### src/shared/i2e_pkg.sv
// Constants and carrier types for the transfer-end and own-address block
package i2e_pkg;

  // ****************************************
  // Register byte offsets
  // ****************************************
  localparam logic [7:0] ADR_CFG = 8'h00;
  localparam logic [7:0] ADR_CTRL2 = 8'h04;
  localparam logic [7:0] ADR_OWN_ADDRESS_ONE = 8'h08;
  localparam logic [7:0] ADR_STAT = 8'h18;

  // ****************************************
  // Field positions
  // ****************************************
  localparam int CT_LOW_W = 13;
  localparam int CT_START = 13;
  localparam int CT_STOP = 14;
  localparam int CT_NACK = 15;
  localparam int CT_CNT_LO = 16;
  localparam int CT_RELOAD = 24;
  localparam int CT_AUTOEND = 25;
  localparam int CT_PEC = 26;
  localparam int A1_LEN = 10;
  localparam int A1_EN = 15;
  localparam int CFG_PE = 0;
  localparam int CFG_SBC = 1;
  localparam int CFG_PECCHK = 2;
  localparam int ST_TC = 0;
  localparam int ST_TCR = 1;
  localparam int ST_HOLD = 2;
  localparam int ST_AMATCH = 3;
  localparam int ST_CNT_LO = 8;

  // ****************************************
  // Reset values and fixed codes
  // ****************************************
  localparam logic [31:0] CTRL2_RST = 32'h0000_0000;
  localparam logic [15:0] OWN_ADDRESS_ONE_RST = 16'h0000;
  localparam logic [15:0] OWN_ADDRESS_ONE_MASK = 16'h87ff;
  localparam logic [2:0] CFG_RST = 3'h0;
  localparam logic [4:0] HDR10 = 5'h1e;
  localparam logic [3:0] BYTE_BITS = 4'h8;

  // Events from the shift engine, same clock
  typedef struct packed {
    logic master_mode;
    logic start_sent;
    logic stop_sent;
    logic arb_lost;
    logic timeout;
    logic byte_done;
    logic pec_done;
    logic pec_ok;
    logic overrun;
  } i2e_evt_type;

  // Requests toward the shift engine
  typedef struct packed {
    logic start_req;
    logic stop_req;
    logic pec_req;
    logic last_nack;
    logic scl_hold;
  } i2e_req_type;

endpackage

### src/design/i2e_addr_match.sv
// Own-address-one comparator for 7-bit and 10-bit slave addressing
`timescale 1ns/1ps

module i2e_addr_match (
  input wire logic [7:0] byte_i,   // Received address byte
  input wire logic [9:0] addr_i,   // Own address one
  input wire logic len10_i,        // 10-bit addressing
  input wire logic en_i,           // Address enabled
  input wire logic second_i,       // Byte is 10-bit low part
  input wire logic seen10_i,       // Write header already matched
  output logic hit_o,              // Full enabled match
  output logic hdr_o               // 10-bit header matched
);

  logic a7;
  logic h10;
  logic l10;

  // 7-bit compare ignores bit 0 and the upper two bits
  // seven bit address
  assign a7 = ~len10_i & (byte_i[7:1] == addr_i[7:1]);
  assign h10 = len10_i & (byte_i[7:3] == i2e_pkg::HDR10) & (byte_i[2:1] == addr_i[9:8]);
  assign l10 = len10_i & (byte_i == addr_i[7:0]);

  // A disabled address never matches, so it is answered with NACK
  // enable gates match
  assign hit_o = en_i & (second_i ? l10 : (a7 | (h10 & byte_i[0] & seen10_i)));
  assign hdr_o = en_i & ~second_i & h10 & ~byte_i[0];

endmodule

### src/design/i2e_xfer_end.sv
// Transfer-end control and own-address-one slave front end
//
// Decided for this implementation: register access over Wishbone.
`timescale 1ns/1ps

// Operation
// - Stop request clears after stop sent or while disabled.
// - Writing zero to stop, NACK or PEC request does nothing.
// - NACK request clears after stop plus NACK, address match, or disable.
// - Slave answers next received byte NACK when request set, else ACK.
// - Master receiver NACKs the final byte before stop or restart.
// - Slave receiver NACKs on overrun regardless of NACK request.
// - With PEC checking, PEC byte answer follows check result.
// - Byte count sets transfer length; ignored in slave without byte control.
// - Byte count writable only while start request is clear.
// - Reload: after count set reload flag and hold SCL; else end.
// - Software end: after count set complete flag and hold SCL.
// - Automatic end: after count generate stop automatically.
// - End mode ignored in slave mode or with reload.
// - PEC request sends PEC byte; clears on done, stop, match, disable.
// - PEC request ignored with reload or slave without byte control.
// - Without SMBus support PEC request reads zero.
// - 7-bit own address uses bits 7:1 only.
// - 10-bit own address uses bits 9:0.
// - Length bit picks 7-bit when 0, 10-bit when 1.
// - Enabled own address ACKed, disabled one NACKed.
// - Own address register resets to zero.
// - Start request clears after start sent, arbitration loss, timeout, disable.
module i2e_xfer_end #(
  parameter int CNT_W = 8,             // Byte counter width
  parameter logic SMBUS_EN = 1'b1      // SMBus features present
) (
  input wire logic clk_i,              // System clock
  input wire logic rst_i,              // Synchronous reset
  input wire logic cyc_i,              // Wishbone cycle
  input wire logic stb_i,              // Wishbone strobe
  input wire logic we_i,               // Wishbone write
  input wire logic [7:0] adr_i,        // Wishbone byte address
  input wire logic [3:0] sel_i,        // Wishbone byte enables
  input wire logic [31:0] dat_i,       // Wishbone write data
  output logic [31:0] dat_o,           // Wishbone read data
  output logic ack_o,                  // Wishbone acknowledge
  input wire i2e_pkg::i2e_evt_type evt_i,   // Shift engine events
  output i2e_pkg::i2e_req_type req_o,       // Requests to engine
  input wire logic scl_i,              // SCL pin level
  input wire logic sda_i,              // SDA pin level
  output logic scl_o,                  // SCL drive value
  output logic scl_oe_n_o,             // SCL drive enable, low drives
  output logic sda_o,                  // SDA drive value
  output logic sda_oe_n_o              // SDA drive enable, low drives
);

  typedef enum logic [2:0] {SIDLE, SADDR, SADDR2, SDATA, SACK, SSKIP} i2e_st_type;

  // Byte-lane merge used by the control, address and status writes; config takes dat_i directly
  function automatic logic [31:0] merge(input logic [31:0] old, input logic [31:0] nw, input logic [3:0] sel);
    logic [31:0] r;
    r = old;
    for (int i = 0; i < 4; i++) begin
      if (sel[i]) begin
        r[i*8 +: 8] = nw[i*8 +: 8];
      end
    end
    return r;
  endfunction

  // ****************************************
  // State
  // ****************************************
  logic ack_r;
  logic [31:0] rdat_r;
  logic [2:0] cfg_r;
  localparam int CT_LOW_W_L = i2e_pkg::CT_LOW_W;
  logic [CT_LOW_W_L-1:0] low_r;
  logic start_r, stop_r, nack_r, pec_r, reload_r, autoend_r;
  logic [CNT_W-1:0] cnt_r, rem_r, rem_nxt;
  logic [15:0] own_address_one_r;
  logic tc_r, tcr_r, hold_r, amatch_r, nack_sent_r, seen10_r;
  logic scl_m_r, scl_s_r, scl_d_r, sda_m_r, sda_s_r, sda_d_r;
  i2e_st_type st_r, after_r;
  logic [3:0] bit_r;
  logic [7:0] sh_r;
  logic ack_drv_r;
  i2e_pkg::i2e_req_type req_r, req_nxt;

  // ****************************************
  // Bus decode
  // ****************************************
  logic wb_hit, wr_go, hit_cfg, hit_c2, hit_a1, hit_st, wr_c2, wr_st;
  logic [31:0] ctrl2_rd, stat_rd, rd_mux, wd2, wd_st, a1_wd;
  logic pe, sbc, pecchk, mst, slv;

  // Reads are answered one cycle after the request; writes land on the
  // edge where the master sees ack, so a write is taken exactly once
  assign wb_hit = cyc_i & stb_i;
  assign wr_go = wb_hit & we_i & ack_r;
  assign hit_cfg = adr_i[7:2] == i2e_pkg::ADR_CFG[7:2];
  assign hit_c2 = adr_i[7:2] == i2e_pkg::ADR_CTRL2[7:2];
  assign hit_a1 = adr_i[7:2] == i2e_pkg::ADR_OWN_ADDRESS_ONE[7:2];
  assign hit_st = adr_i[7:2] == i2e_pkg::ADR_STAT[7:2];
  assign wr_c2 = wr_go & hit_c2;
  assign wr_st = wr_go & hit_st;
  assign wd2 = merge(ctrl2_rd, dat_i, sel_i);
  assign wd_st = merge(32'h0000_0000, dat_i, sel_i);
  assign a1_wd = merge({16'h0000, own_address_one_r}, dat_i, sel_i);

  assign pe = cfg_r[i2e_pkg::CFG_PE];
  assign sbc = cfg_r[i2e_pkg::CFG_SBC];
  assign pecchk = cfg_r[i2e_pkg::CFG_PECCHK] & SMBUS_EN;
  assign mst = evt_i.master_mode;
  assign slv = ~evt_i.master_mode;

  // Read views; unmapped offsets read zero
  assign ctrl2_rd = {5'h00, pec_r, autoend_r, reload_r, cnt_r, nack_r, stop_r, start_r, low_r};
  assign stat_rd = {16'h0000, rem_r, 4'h0, amatch_r, hold_r, tcr_r, tc_r};
  assign rd_mux = hit_cfg ? {29'h0, cfg_r} :
                  hit_c2 ? ctrl2_rd :
                  hit_a1 ? {16'h0000, own_address_one_r} :
                  hit_st ? stat_rd : 32'h0000_0000;

  // Ack is a single pulse per request
  always_ff @(posedge clk_i) begin
    if (rst_i) begin
      ack_r <= 1'b0;
      rdat_r <= 32'h0000_0000;
    end else begin
      ack_r <= wb_hit & ~ack_r;
      rdat_r <= rd_mux;
    end
  end
  assign ack_o = ack_r;
  assign dat_o = rdat_r;

  // ****************************************
  // Pin synchronisers and bus conditions
  // ****************************************
  logic scl_rise, scl_fall, start_det, stop_det;

  always_ff @(posedge clk_i) begin
    if (rst_i) begin
      {scl_m_r, scl_s_r, scl_d_r} <= 3'h7;
      {sda_m_r, sda_s_r, sda_d_r} <= 3'h7;
    end else begin
      {scl_m_r, scl_s_r, scl_d_r} <= {scl_i, scl_m_r, scl_s_r};
      {sda_m_r, sda_s_r, sda_d_r} <= {sda_i, sda_m_r, sda_s_r};
    end
  end

  // Only the second stage and its delayed copy feed edge logic
  assign scl_rise = scl_s_r & ~scl_d_r;
  assign scl_fall = ~scl_s_r & scl_d_r;
  assign start_det = scl_s_r & scl_d_r & sda_d_r & ~sda_s_r;
  assign stop_det = scl_s_r & scl_d_r & ~sda_d_r & sda_s_r;

  // ****************************************
  // Address match and answer choice
  // ****************************************
  logic m_hit, m_hdr, byte_cmp, amatch_ev, data_cmp, ack_now, is_pec;
  logic pec_act, cnt_ev, last_ev;
  i2e_st_type after_nxt;

  i2e_addr_match u_match (
    .byte_i(sh_r),
    .addr_i(own_address_one_r[9:0]),
    .len10_i(own_address_one_r[i2e_pkg::A1_LEN]),
    .en_i(own_address_one_r[i2e_pkg::A1_EN]),
    .second_i(st_r == SADDR2),
    .seen10_i(seen10_r),
    .hit_o(m_hit),
    .hdr_o(m_hdr)
  );

  assign byte_cmp = scl_fall & (bit_r == i2e_pkg::BYTE_BITS) & ((st_r == SADDR) | (st_r == SADDR2) | (st_r == SDATA));
  assign amatch_ev = byte_cmp & m_hit;
  assign data_cmp = byte_cmp & (st_r == SDATA);

  assign pec_act = pec_r & ~reload_r & ~(slv & ~sbc);
  assign is_pec = pec_act & (rem_r == CNT_W'(1));

  // Overrun wins, then PEC check, then the software NACK request
  // overrun forces NACK
  assign ack_now = (st_r != SDATA) ? (m_hit | m_hdr) :
                   evt_i.overrun ? 1'b0 :
                   (pecchk & is_pec) ? evt_i.pec_ok : ~nack_r;

  // Read direction hands the bus to the data path, not followed here
  assign after_nxt = m_hdr ? SADDR2 :
                     (m_hit & ~sh_r[0] & (st_r != SDATA)) ? SDATA :
                     (st_r == SADDR2 & m_hit) ? SDATA :
                     (st_r == SDATA) ? SDATA : SSKIP;

  // ****************************************
  // Slave receive sequencer
  // ****************************************
  always_ff @(posedge clk_i) begin
    if (rst_i | ~pe) begin
      st_r <= SIDLE;
      after_r <= SIDLE;
      bit_r <= 4'h0;
      sh_r <= 8'h00;
      ack_drv_r <= 1'b0;
      seen10_r <= 1'b0;
    end else if (stop_det) begin
      st_r <= SIDLE;
      ack_drv_r <= 1'b0;
      seen10_r <= 1'b0;
    end else if (start_det) begin
      st_r <= SADDR;
      bit_r <= 4'h0;
      ack_drv_r <= 1'b0;
    end else begin
      case (st_r)
        SADDR, SADDR2, SDATA: begin
          if (scl_rise) begin
            sh_r <= {sh_r[6:0], sda_s_r};
            bit_r <= bit_r + 4'h1;
          end else if (byte_cmp) begin
            ack_drv_r <= ack_now;
            after_r <= ack_now ? after_nxt : SSKIP;
            st_r <= SACK;
            bit_r <= 4'h0;
            if (m_hdr) begin
              seen10_r <= 1'b1;
            end
          end
        end
        SACK: begin
          if (scl_fall) begin
            ack_drv_r <= 1'b0;
            st_r <= after_r;
          end
        end
        SIDLE, SSKIP: begin
          bit_r <= 4'h0;
        end
        default: begin
          st_r <= SIDLE;
        end
      endcase
    end
  end

  // Open-drain pins: only ever pull low
  assign sda_o = 1'b0;
  assign scl_o = 1'b0;
  assign sda_oe_n_o = ~ack_drv_r;
  assign scl_oe_n_o = ~hold_r;

  // ****************************************
  // Byte counter and end of transfer
  // ****************************************
  logic start_set, cnt_ok, reload_go;
  logic [CNT_W-1:0] cnt_new;

  assign cnt_ev = (mst & evt_i.byte_done) | (slv & sbc & data_cmp);
  assign last_ev = cnt_ev & (rem_r == CNT_W'(1));
  assign cnt_ok = ~start_r;
  assign cnt_new = cnt_ok ? wd2[i2e_pkg::CT_CNT_LO +: CNT_W] : cnt_r;
  assign start_set = wr_c2 & wd2[i2e_pkg::CT_START];
  assign reload_go = wr_c2 & hold_r;

  always_comb begin
    rem_nxt = rem_r;
    if (start_set | reload_go | (amatch_ev & sbc)) begin
      rem_nxt = cnt_new;
    end else if (cnt_ev & (rem_r != CNT_W'(0))) begin
      rem_nxt = rem_r - CNT_W'(1);
    end
  end

  // ****************************************
  // Control, address and status registers
  // ****************************************
  logic stop_nxt, tc_set, tcr_set, hold_set, auto_stop, nack_set;

  assign tcr_set = last_ev & reload_r;
  // end mode only for master without reload
  assign tc_set = last_ev & ~reload_r & mst & ~autoend_r;
  assign auto_stop = last_ev & ~reload_r & mst & autoend_r;
  assign hold_set = tcr_set | tc_set;
  assign nack_set = wr_c2 & wd2[i2e_pkg::CT_NACK];

  // zero writes leave request bits alone
  assign stop_nxt = (wr_c2 & wd2[i2e_pkg::CT_STOP]) | auto_stop ? 1'b1 :
                    evt_i.stop_sent ? 1'b0 : stop_r;

  always_ff @(posedge clk_i) begin
    if (rst_i) begin
      cfg_r <= i2e_pkg::CFG_RST;
      own_address_one_r <= i2e_pkg::OWN_ADDRESS_ONE_RST;
      {pec_r, autoend_r, reload_r, cnt_r, nack_r, stop_r, start_r, low_r} <= i2e_pkg::CTRL2_RST[26:0];
      rem_r <= '0;
      {tc_r, tcr_r, hold_r, amatch_r, nack_sent_r} <= 5'h00;
    end else begin
      if (wr_go & hit_cfg) begin
        cfg_r <= dat_i[2:0];
      end
      if (wr_go & hit_a1) begin
        own_address_one_r <= a1_wd[15:0] & i2e_pkg::OWN_ADDRESS_ONE_MASK;
      end
      if (wr_c2) begin
        low_r <= wd2[CT_LOW_W_L-1:0];
        reload_r <= wd2[i2e_pkg::CT_RELOAD];
        autoend_r <= wd2[i2e_pkg::CT_AUTOEND];
        cnt_r <= cnt_new;
      end
      rem_r <= rem_nxt;
      // Disable clears every request bit and the held clock
      // disable clears stop
      if (~pe) begin
        {start_r, stop_r, nack_r, pec_r, hold_r} <= 5'h00;
      end else begin
        start_r <= start_set ? 1'b1 :
                   (evt_i.start_sent | evt_i.arb_lost | evt_i.timeout) ? 1'b0 : start_r;
        stop_r <= stop_nxt;
        nack_r <= nack_set ? 1'b1 :
                  (amatch_ev | (stop_det & nack_sent_r) | (evt_i.stop_sent & nack_sent_r)) ? 1'b0 : nack_r;
        pec_r <= (wr_c2 & wd2[i2e_pkg::CT_PEC] & SMBUS_EN) ? 1'b1 :
                 (evt_i.pec_done | stop_det | amatch_ev) ? 1'b0 : pec_r;
        hold_r <= hold_set ? 1'b1 : reload_go ? 1'b0 : hold_r;
      end
      // Flags: hardware set wins over write-one clear
      tc_r <= tc_set | (tc_r & ~(wr_st & wd_st[i2e_pkg::ST_TC]));
      tcr_r <= tcr_set | (tcr_r & ~(wr_st & wd_st[i2e_pkg::ST_TCR]));
      amatch_r <= amatch_ev | (amatch_r & ~(wr_st & wd_st[i2e_pkg::ST_AMATCH]));
      nack_sent_r <= (data_cmp & ~ack_now) | (nack_sent_r & ~stop_det & ~evt_i.stop_sent);
    end
  end

  // ****************************************
  // Requests toward the shift engine
  // ****************************************
  always_comb begin
    req_nxt.start_req = start_r;
    req_nxt.stop_req = stop_nxt & pe;
    req_nxt.pec_req = pec_act;
    req_nxt.last_nack = mst & ~reload_r & (rem_r == CNT_W'(1));
    req_nxt.scl_hold = hold_r;
  end

  always_ff @(posedge clk_i) begin
    if (rst_i) begin
      req_r <= '0;
    end else begin
      req_r <= req_nxt;
    end
  end
  assign req_o = req_r;
endmodule

### config.mk
export PLATFORM = sky130hd
export DESIGN_NAME = i2e_xfer_end
export DESIGN_NICKNAME = d
export VERILOG_FILES = /design/src/shared/i2e_pkg.sv /design/src/design/i2e_addr_match.sv /design/src/design/i2e_xfer_end.sv
export SDC_FILE = /design/constraint.sdc
export NUM_CORES = 1
export LEC_CHECK = 0
export ABC_AREA = 1
export BUFFER_PORTS_ARGS = -buffer_cell sky130_fd_sc_hd__buf_4
export CAP_MARGIN = 20
export CORE_MARGIN = 5
export CORE_UTILIZATION = 40
export CTS_CLUSTER_SIZE = 28
export DETAILED_ROUTE_END_ITERATION = 8
export GPL_TIMING_DRIVEN = 1
export PLACE_DENSITY_LB_ADDON = 0.3
export SLEW_MARGIN = 20
export SYNTH_ARGS = -nofsm -noshare
export SYNTH_HDL_FRONTEND = slang
export SYNTH_SLANG_ARGS = --single-unit
### constraint.sdc
create_clock -name clk_i -period 2.3 [get_ports clk_i]
set_input_delay 0.115 -clock clk_i [delete_from_list [all_inputs] [get_ports clk_i]]
set_output_delay 0.115 -clock clk_i [all_outputs]
set_load 0.02 [all_outputs]
# --- After elaboration in Yosys (flattened, before gate mapping) ---
# Cells that the tools add are included.
classes:
  n_addsub: 2
  n_mul: 0
  div_mod_pow: 0
  magnitude_cmp: 0
  eq_ne: 23
  shift: 0
  mux: 43
  bitwise: 113
  reduce_logical: 29
ops:
  columns: ["operator", "n"]
  rows:
  - ["$and A1 B1 Y1", 67]
  - ["$mux W8", 5]
  - ["$mux W16", 2]
  - ["$mux W3", 10]
  - ["$mux W27", 1]
  - ["$not A1 Y1", 26]
  - ["$or A1 B1 Y1", 20]
  - ["$mux W1", 18]
  - ["$mux W4", 4]
  - ["$reduce_and A4 Y1", 4]
  - ["$reduce_bool A2 Y1", 6]
  - ["$reduce_and A2 Y1", 5]
  - ["$reduce_and A5 Y1", 2]
  - ["$ne A3 B3 Y1 const B", 3]
  - ["$pmux W3 S3", 1]
  - ["$eq A8 B1 Y1 const B", 1]
  - ["$eq A8 B8 Y1", 1]
  - ["$ne A2 B2 Y1 const B", 4]
  - ["$pmux W4 S2", 1]
  - ["$reduce_bool A8 Y1", 1]
  - ["$reduce_or A2 Y1", 4]
  - ["$sub A8 B1 Y8 const B", 1]
  - ["$eq A7 B7 Y1", 1]
  - ["$eq A3 B2 Y1 const B", 2]
  - ["other kinds (18)", 20]
totals:
  reg_bits: 119
  latchBits: 0
  ram_bits: 0
  mem_bits_ro: 0
  input_bits: 60
  out_inout_bits: 42
  n_memories: 0

# --- Logic depth before layout (Yosys ltp) ---
depth:
  word_depth: 14
  depth_mapped: 14
  ltp_nobuf: 14

# --- By module ---
# From an unflattened synthesis, not the netlist that was laid out.
hier_totals:
  hier_cells: 712
  area_unflattened_um2: 5256.3
by_module_without_submodules:
  columns: ["mod", "n_inst", "cells_per_inst", "area_each_um2"]
  rows:
  - ["i2e_xfer_end", 1, 652, 4981.0]
  - ["i2e_addr_match", 1, 60, 275.3]

# --- Least setup slack after synthesis ---
# No wires, ideal clock.
synth_path:
  kind: "register to register"
  start: "register bit_r[0]"
  end: "register rem_r[1]"
  arrival_time_ns: 1.534
  t_required_ns: 2.187
  slack_ns: 0.654
  stages_incl_launch_ff: 10
  path_cell_list: "dfxtp_1 -> inv_1 -> ha_1 -> nand3_2 -> nor3_4 -> nand4_4 -> o21bai_4 -> inv_2 -> nor2_1 -> nor2_1"
synth_between:
  elab_chain_cells: 8
synth_rtl:
  columns: ["element", "line_no", "source"]
  rows:
  - ["start, declared", "i2e_xfer_end.sv:81", "logic [3:0] bit_r;"]
  - ["start signal, assigned", "i2e_xfer_end.sv:216", "bit_r <= bit_r + 4'h1;"]
  - ["$eq A4 B4 Y1 *", "i2e_xfer_end.sv:173", "assign byte_cmp = scl_fall & (bit_r == i2e_pkg::BYTE_BITS) & ((st_r == SADDR) | (st_r == SADDR2) | (st_r == SD ..."]
  - ["$and A1 B1 Y1 * (2 in a row)", "i2e_xfer_end.sv:173", null]
  - ["$and A1 B1 Y1", "i2e_xfer_end.sv:175", "assign data_cmp = byte_cmp & (st_r == SDATA);"]
  - ["$and A1 B1 Y1", "i2e_xfer_end.sv:255", "assign cnt_ev = (mst & evt_i.byte_done) | (slv & sbc & data_cmp);"]
  - ["$or A1 B1 Y1", "i2e_xfer_end.sv:255", null]
  - ["$and A1 B1 Y1", "i2e_xfer_end.sv:266", "end else if (cnt_ev & (rem_r != CNT_W'(0))) begin"]
  - ["$reduce_bool A2 Y1 (no line)", null, null]
  - ["end signal, assigned", "i2e_xfer_end.sv:307", "rem_r <= rem_nxt;"]
  - ["end, declared", "i2e_xfer_end.sv:76", "logic [CNT_W-1:0] cnt_r, rem_r, rem_nxt;"]
# Every way passes the cells marked *; elsewhere a longest branch is shown, timed or not.
# A chain may end at the register's enable or synchronous reset.

# --- Final worst setup path ---
layout_path:
  start: "register bit_r[0]"
  end: "register rem_r[3]"
# Same word-level chain as after synthesis.

==> reports/metrics.yaml <==
floorplan:
  start_util_pct: 40.4
  die_w_um: 122
  dieHeight_um: 122
  ios: 102
  fp-row-count: 41
  dieArea_um2: 15000
  fp.coreArea_um2: 12500
placement:
  io_buffers: 87
  dp_hpwl_um: 9960
  place_congestion: 0.876
  placed_area_um2: 5900
synth:
  synth_area_leaders: "dfxtp_1 (45%), nand2_1 (10%), a21oi_1 (7.5%)"
  synth_mux_area_share_pct: 0
  avgSynthCellArea_um2: 7.25
  synthArstFlopShare_pct: 0
  yosys.area_share.simple_pct: 25.0
  synth_common_cells: "nand2_1 (135), dfxtp_1 (114), inv_1 (92), a21oi_1 (76), nor2_1 (73)"
  syn-instance-count: 698
  yosysTopAreaCellShare_pct: 45.1
  yosys.area.top_type: "dfxtp_1"
  syn_area_um2: 5060
  synth_top_family_by_area: "simple AND/OR/NAND/NOR gates"
  synth_most_common_cell: "nand2_1"
  yosysSeqAreaShare_pct: 45.1
  yosys_most_used_dff: "dfxtp_1"
  synthXorXnorAreaFrac_pct: 0.866
  ys_types: 45
  synth_edf_count: 0
  synth_compound_area_share_pct: 18.0
  synthAdderAreaFrac_pct: 0.989
  synth_warnings: 0
  ys_seq_elements: 114
routing:
  route.detailed.drc: 0
  firstDrtPassIters: 5
  via_count: 4831
  routed_wl_um: 13800
  drt_iter0_drc: 343
  wl_per_cell_um: 13.8
  drtAntennaViolNets: 0
  via_per_inst: 4.82
global_route:
  grt-ovfl-total: 0
  grt_pass1_wl_um: 22200
  grt_max_degree: 43
  first_global_vias: 4553
  antenna_found_initial: 0
  grt_usage_pct: 19.1
clock_tree:
  cts.sinks: 114
  htreeDepth: 4
  clock_path_buffers: 2
  clk_pin_slew_ns: 0.05
  cts_tree: "built"
  cts_made_buffers: 17
  post_cts_resized: 0
  clock_latency_ns: 0.41
  cts-root-buf: "clkbuf_16"
pwr:
  leakagePower_nw: 2.86
  powerDensity_nw_per_um2: 830
  ir_worst_vdd_v: 0.000603
sta:
  setup_viol: 0
  finalHoldViolCount: 0
  fmax_mhz: 532
  period_share_pct: 81.7
  rsz0062_at_grt: "no"
  fin_crit_ns: 1.88
  fin_setup_tns_ns: 0
  hold_slack_ns: 0.0125
  worst_slew_pin_slew_ns: 0.525
  maxSlewViolCount: 0
  fin_worst_skew_ns: 0.00713
  slew_headroom_pct: 64.8
final_layout:
  final_nets: 881
  n_antenna_cell: 0
  area_growth_pct: 33.4
  utilization_pct: 53.9
  fin_area_um2: 6750
  drive_gt1_share_pct: 19.2
worst_setup_path:
  start_kind: "register"
  crit_path_max_fanout: 7
  cp.arrival_ns: 2.18
  end_kind: "register"
  path_class: "register to register"
  cp_data_required_time_ns: 2.61
run:
  cap_violations: 0
hold_path:
  hold_class: "input port to register"
status:
  status: "completed"
==> path summary, 6_finish.rpt <==
check,from,endpoint,slack [ns],cells past startpoint
worst max-delay path,bit_r[0]$_SDFFE_PP0P_,rem_r[3]$_SDFFE_PP0P_,0.42,12
worst min-delay path,dat_i[3],low_r[3]$_SDFFE_PP0P_,0.01,3
worst max register to register,bit_r[0]$_SDFFE_PP0P_,rem_r[3]$_SDFFE_PP0P_,0.42,12
worst min register to register,scl_m_r$_SDFF_PP1_,scl_s_r$_SDFF_PP1_,0.40,1
==> critical path: stages (launching register included) <==
cell     delay [ns]
dfxtp_1        0.34
inv_1          0.08
ha_1           0.16
nand3_2        0.11
nor2_1         0.19
nand3_1        0.12
nand2_2        0.16
nand2_1        0.13
nor2_1         0.13
xor2_1         0.16
inv_1          0.05
nor2_1         0.09
nor2_1         0.05
==> flip-flops by register name (all words and copies together), names as in the netlist, 4 cells and up <==
register,flops
sh_r,8
req_o,5
own_address_one_r,12
low_r,13
dat_o,27
rem_r,8
bit_r,4
cnt_r,8
==> power by group <==
part | internal, mW | switching (mW)
Clock | 1.97 | 0.911
Combinational | 0.273 | 0.374
Sequential | 2.03 | 0.0405
Total | 4.28 | 1.33
==> kinds of logic (layout without fill, tap and decap cells) <==
group	Yosys count	count (layout)
AND/OR/NAND/NOR	282	282
AO/OA/AOI/OAI	168	168
buffers and inverters	124	250
flip-flops	114	114
XOR/XNOR	5	5
adder cells (fa/ha/maj)	4	4
other	1	7
==> final cells by class <==
class | count | area [um^2]
well taps | 172 | 215
flip-flops and latches | 114 | 2280
fillers | 1215 | 5770
inverters | 100 | 375
repair buffers | 118 | 938
clock buffers | 22 | 464
multi-input cells | 466 | 2290
clock inverters | 10 | 180
==> metal layers <==
layer  wire length (um)  part of all wire, %  vias up  track usage, %
met2               6500                   47      141            30.7
li1                   -                    -     2489               -
met4                204                  1.5        0            6.65
met3                867                  6.3       18            5.53
met5                  0                    0        -               0
met1               6240                   45     2183            24.5
==> per-stage QoR <==
stage          std cells  setup WS (ns)  total power, mW
5_1_grt             1002          0.142             5.84
4_1_cts             1002          0.414             5.63
3_5_place_dp         949          0.442             2.73
3_3_place_gp         949          0.456             2.72
2_1_floorplan        704          0.654             2.55
6_report            1002          0.420             5.60
==> layout by cell type, fill, tap and decap left out, types with 2 or more instances in the layout <==
cell type / instances
clkbuf_8: 2
nand2_1: 135
nand2_2: 3
nor3_2: 2
nand4_1: 7
o21ai_0: 67
clkinvlp_4: 2
xor2_1: 5
nand3_2: 2
or2_2: 5
nor2_2: 3
bufinv_16: 5
o22ai_1: 6
nor2_1: 73
dlygate4sd3_1: 21
a21oi_1: 76
dfxtp_1: 114
ha_1: 4
buf_4: 97
conb_1: 7
nand3_1: 34
o21ai_1: 4
clkinv_2: 3
nand3b_1: 2
nor3_1: 7
a31oi_1: 6
inv_1: 92
clkbuf_1: 3
inv_2: 8
clkbuf_16: 17
==> repair_timing <==
item,CTS,global route
hold buffers,21,0
hold endpoints to repair,23,0
setup buffers,0,0
Note: power is estimated with default switching activity, not from simulation.
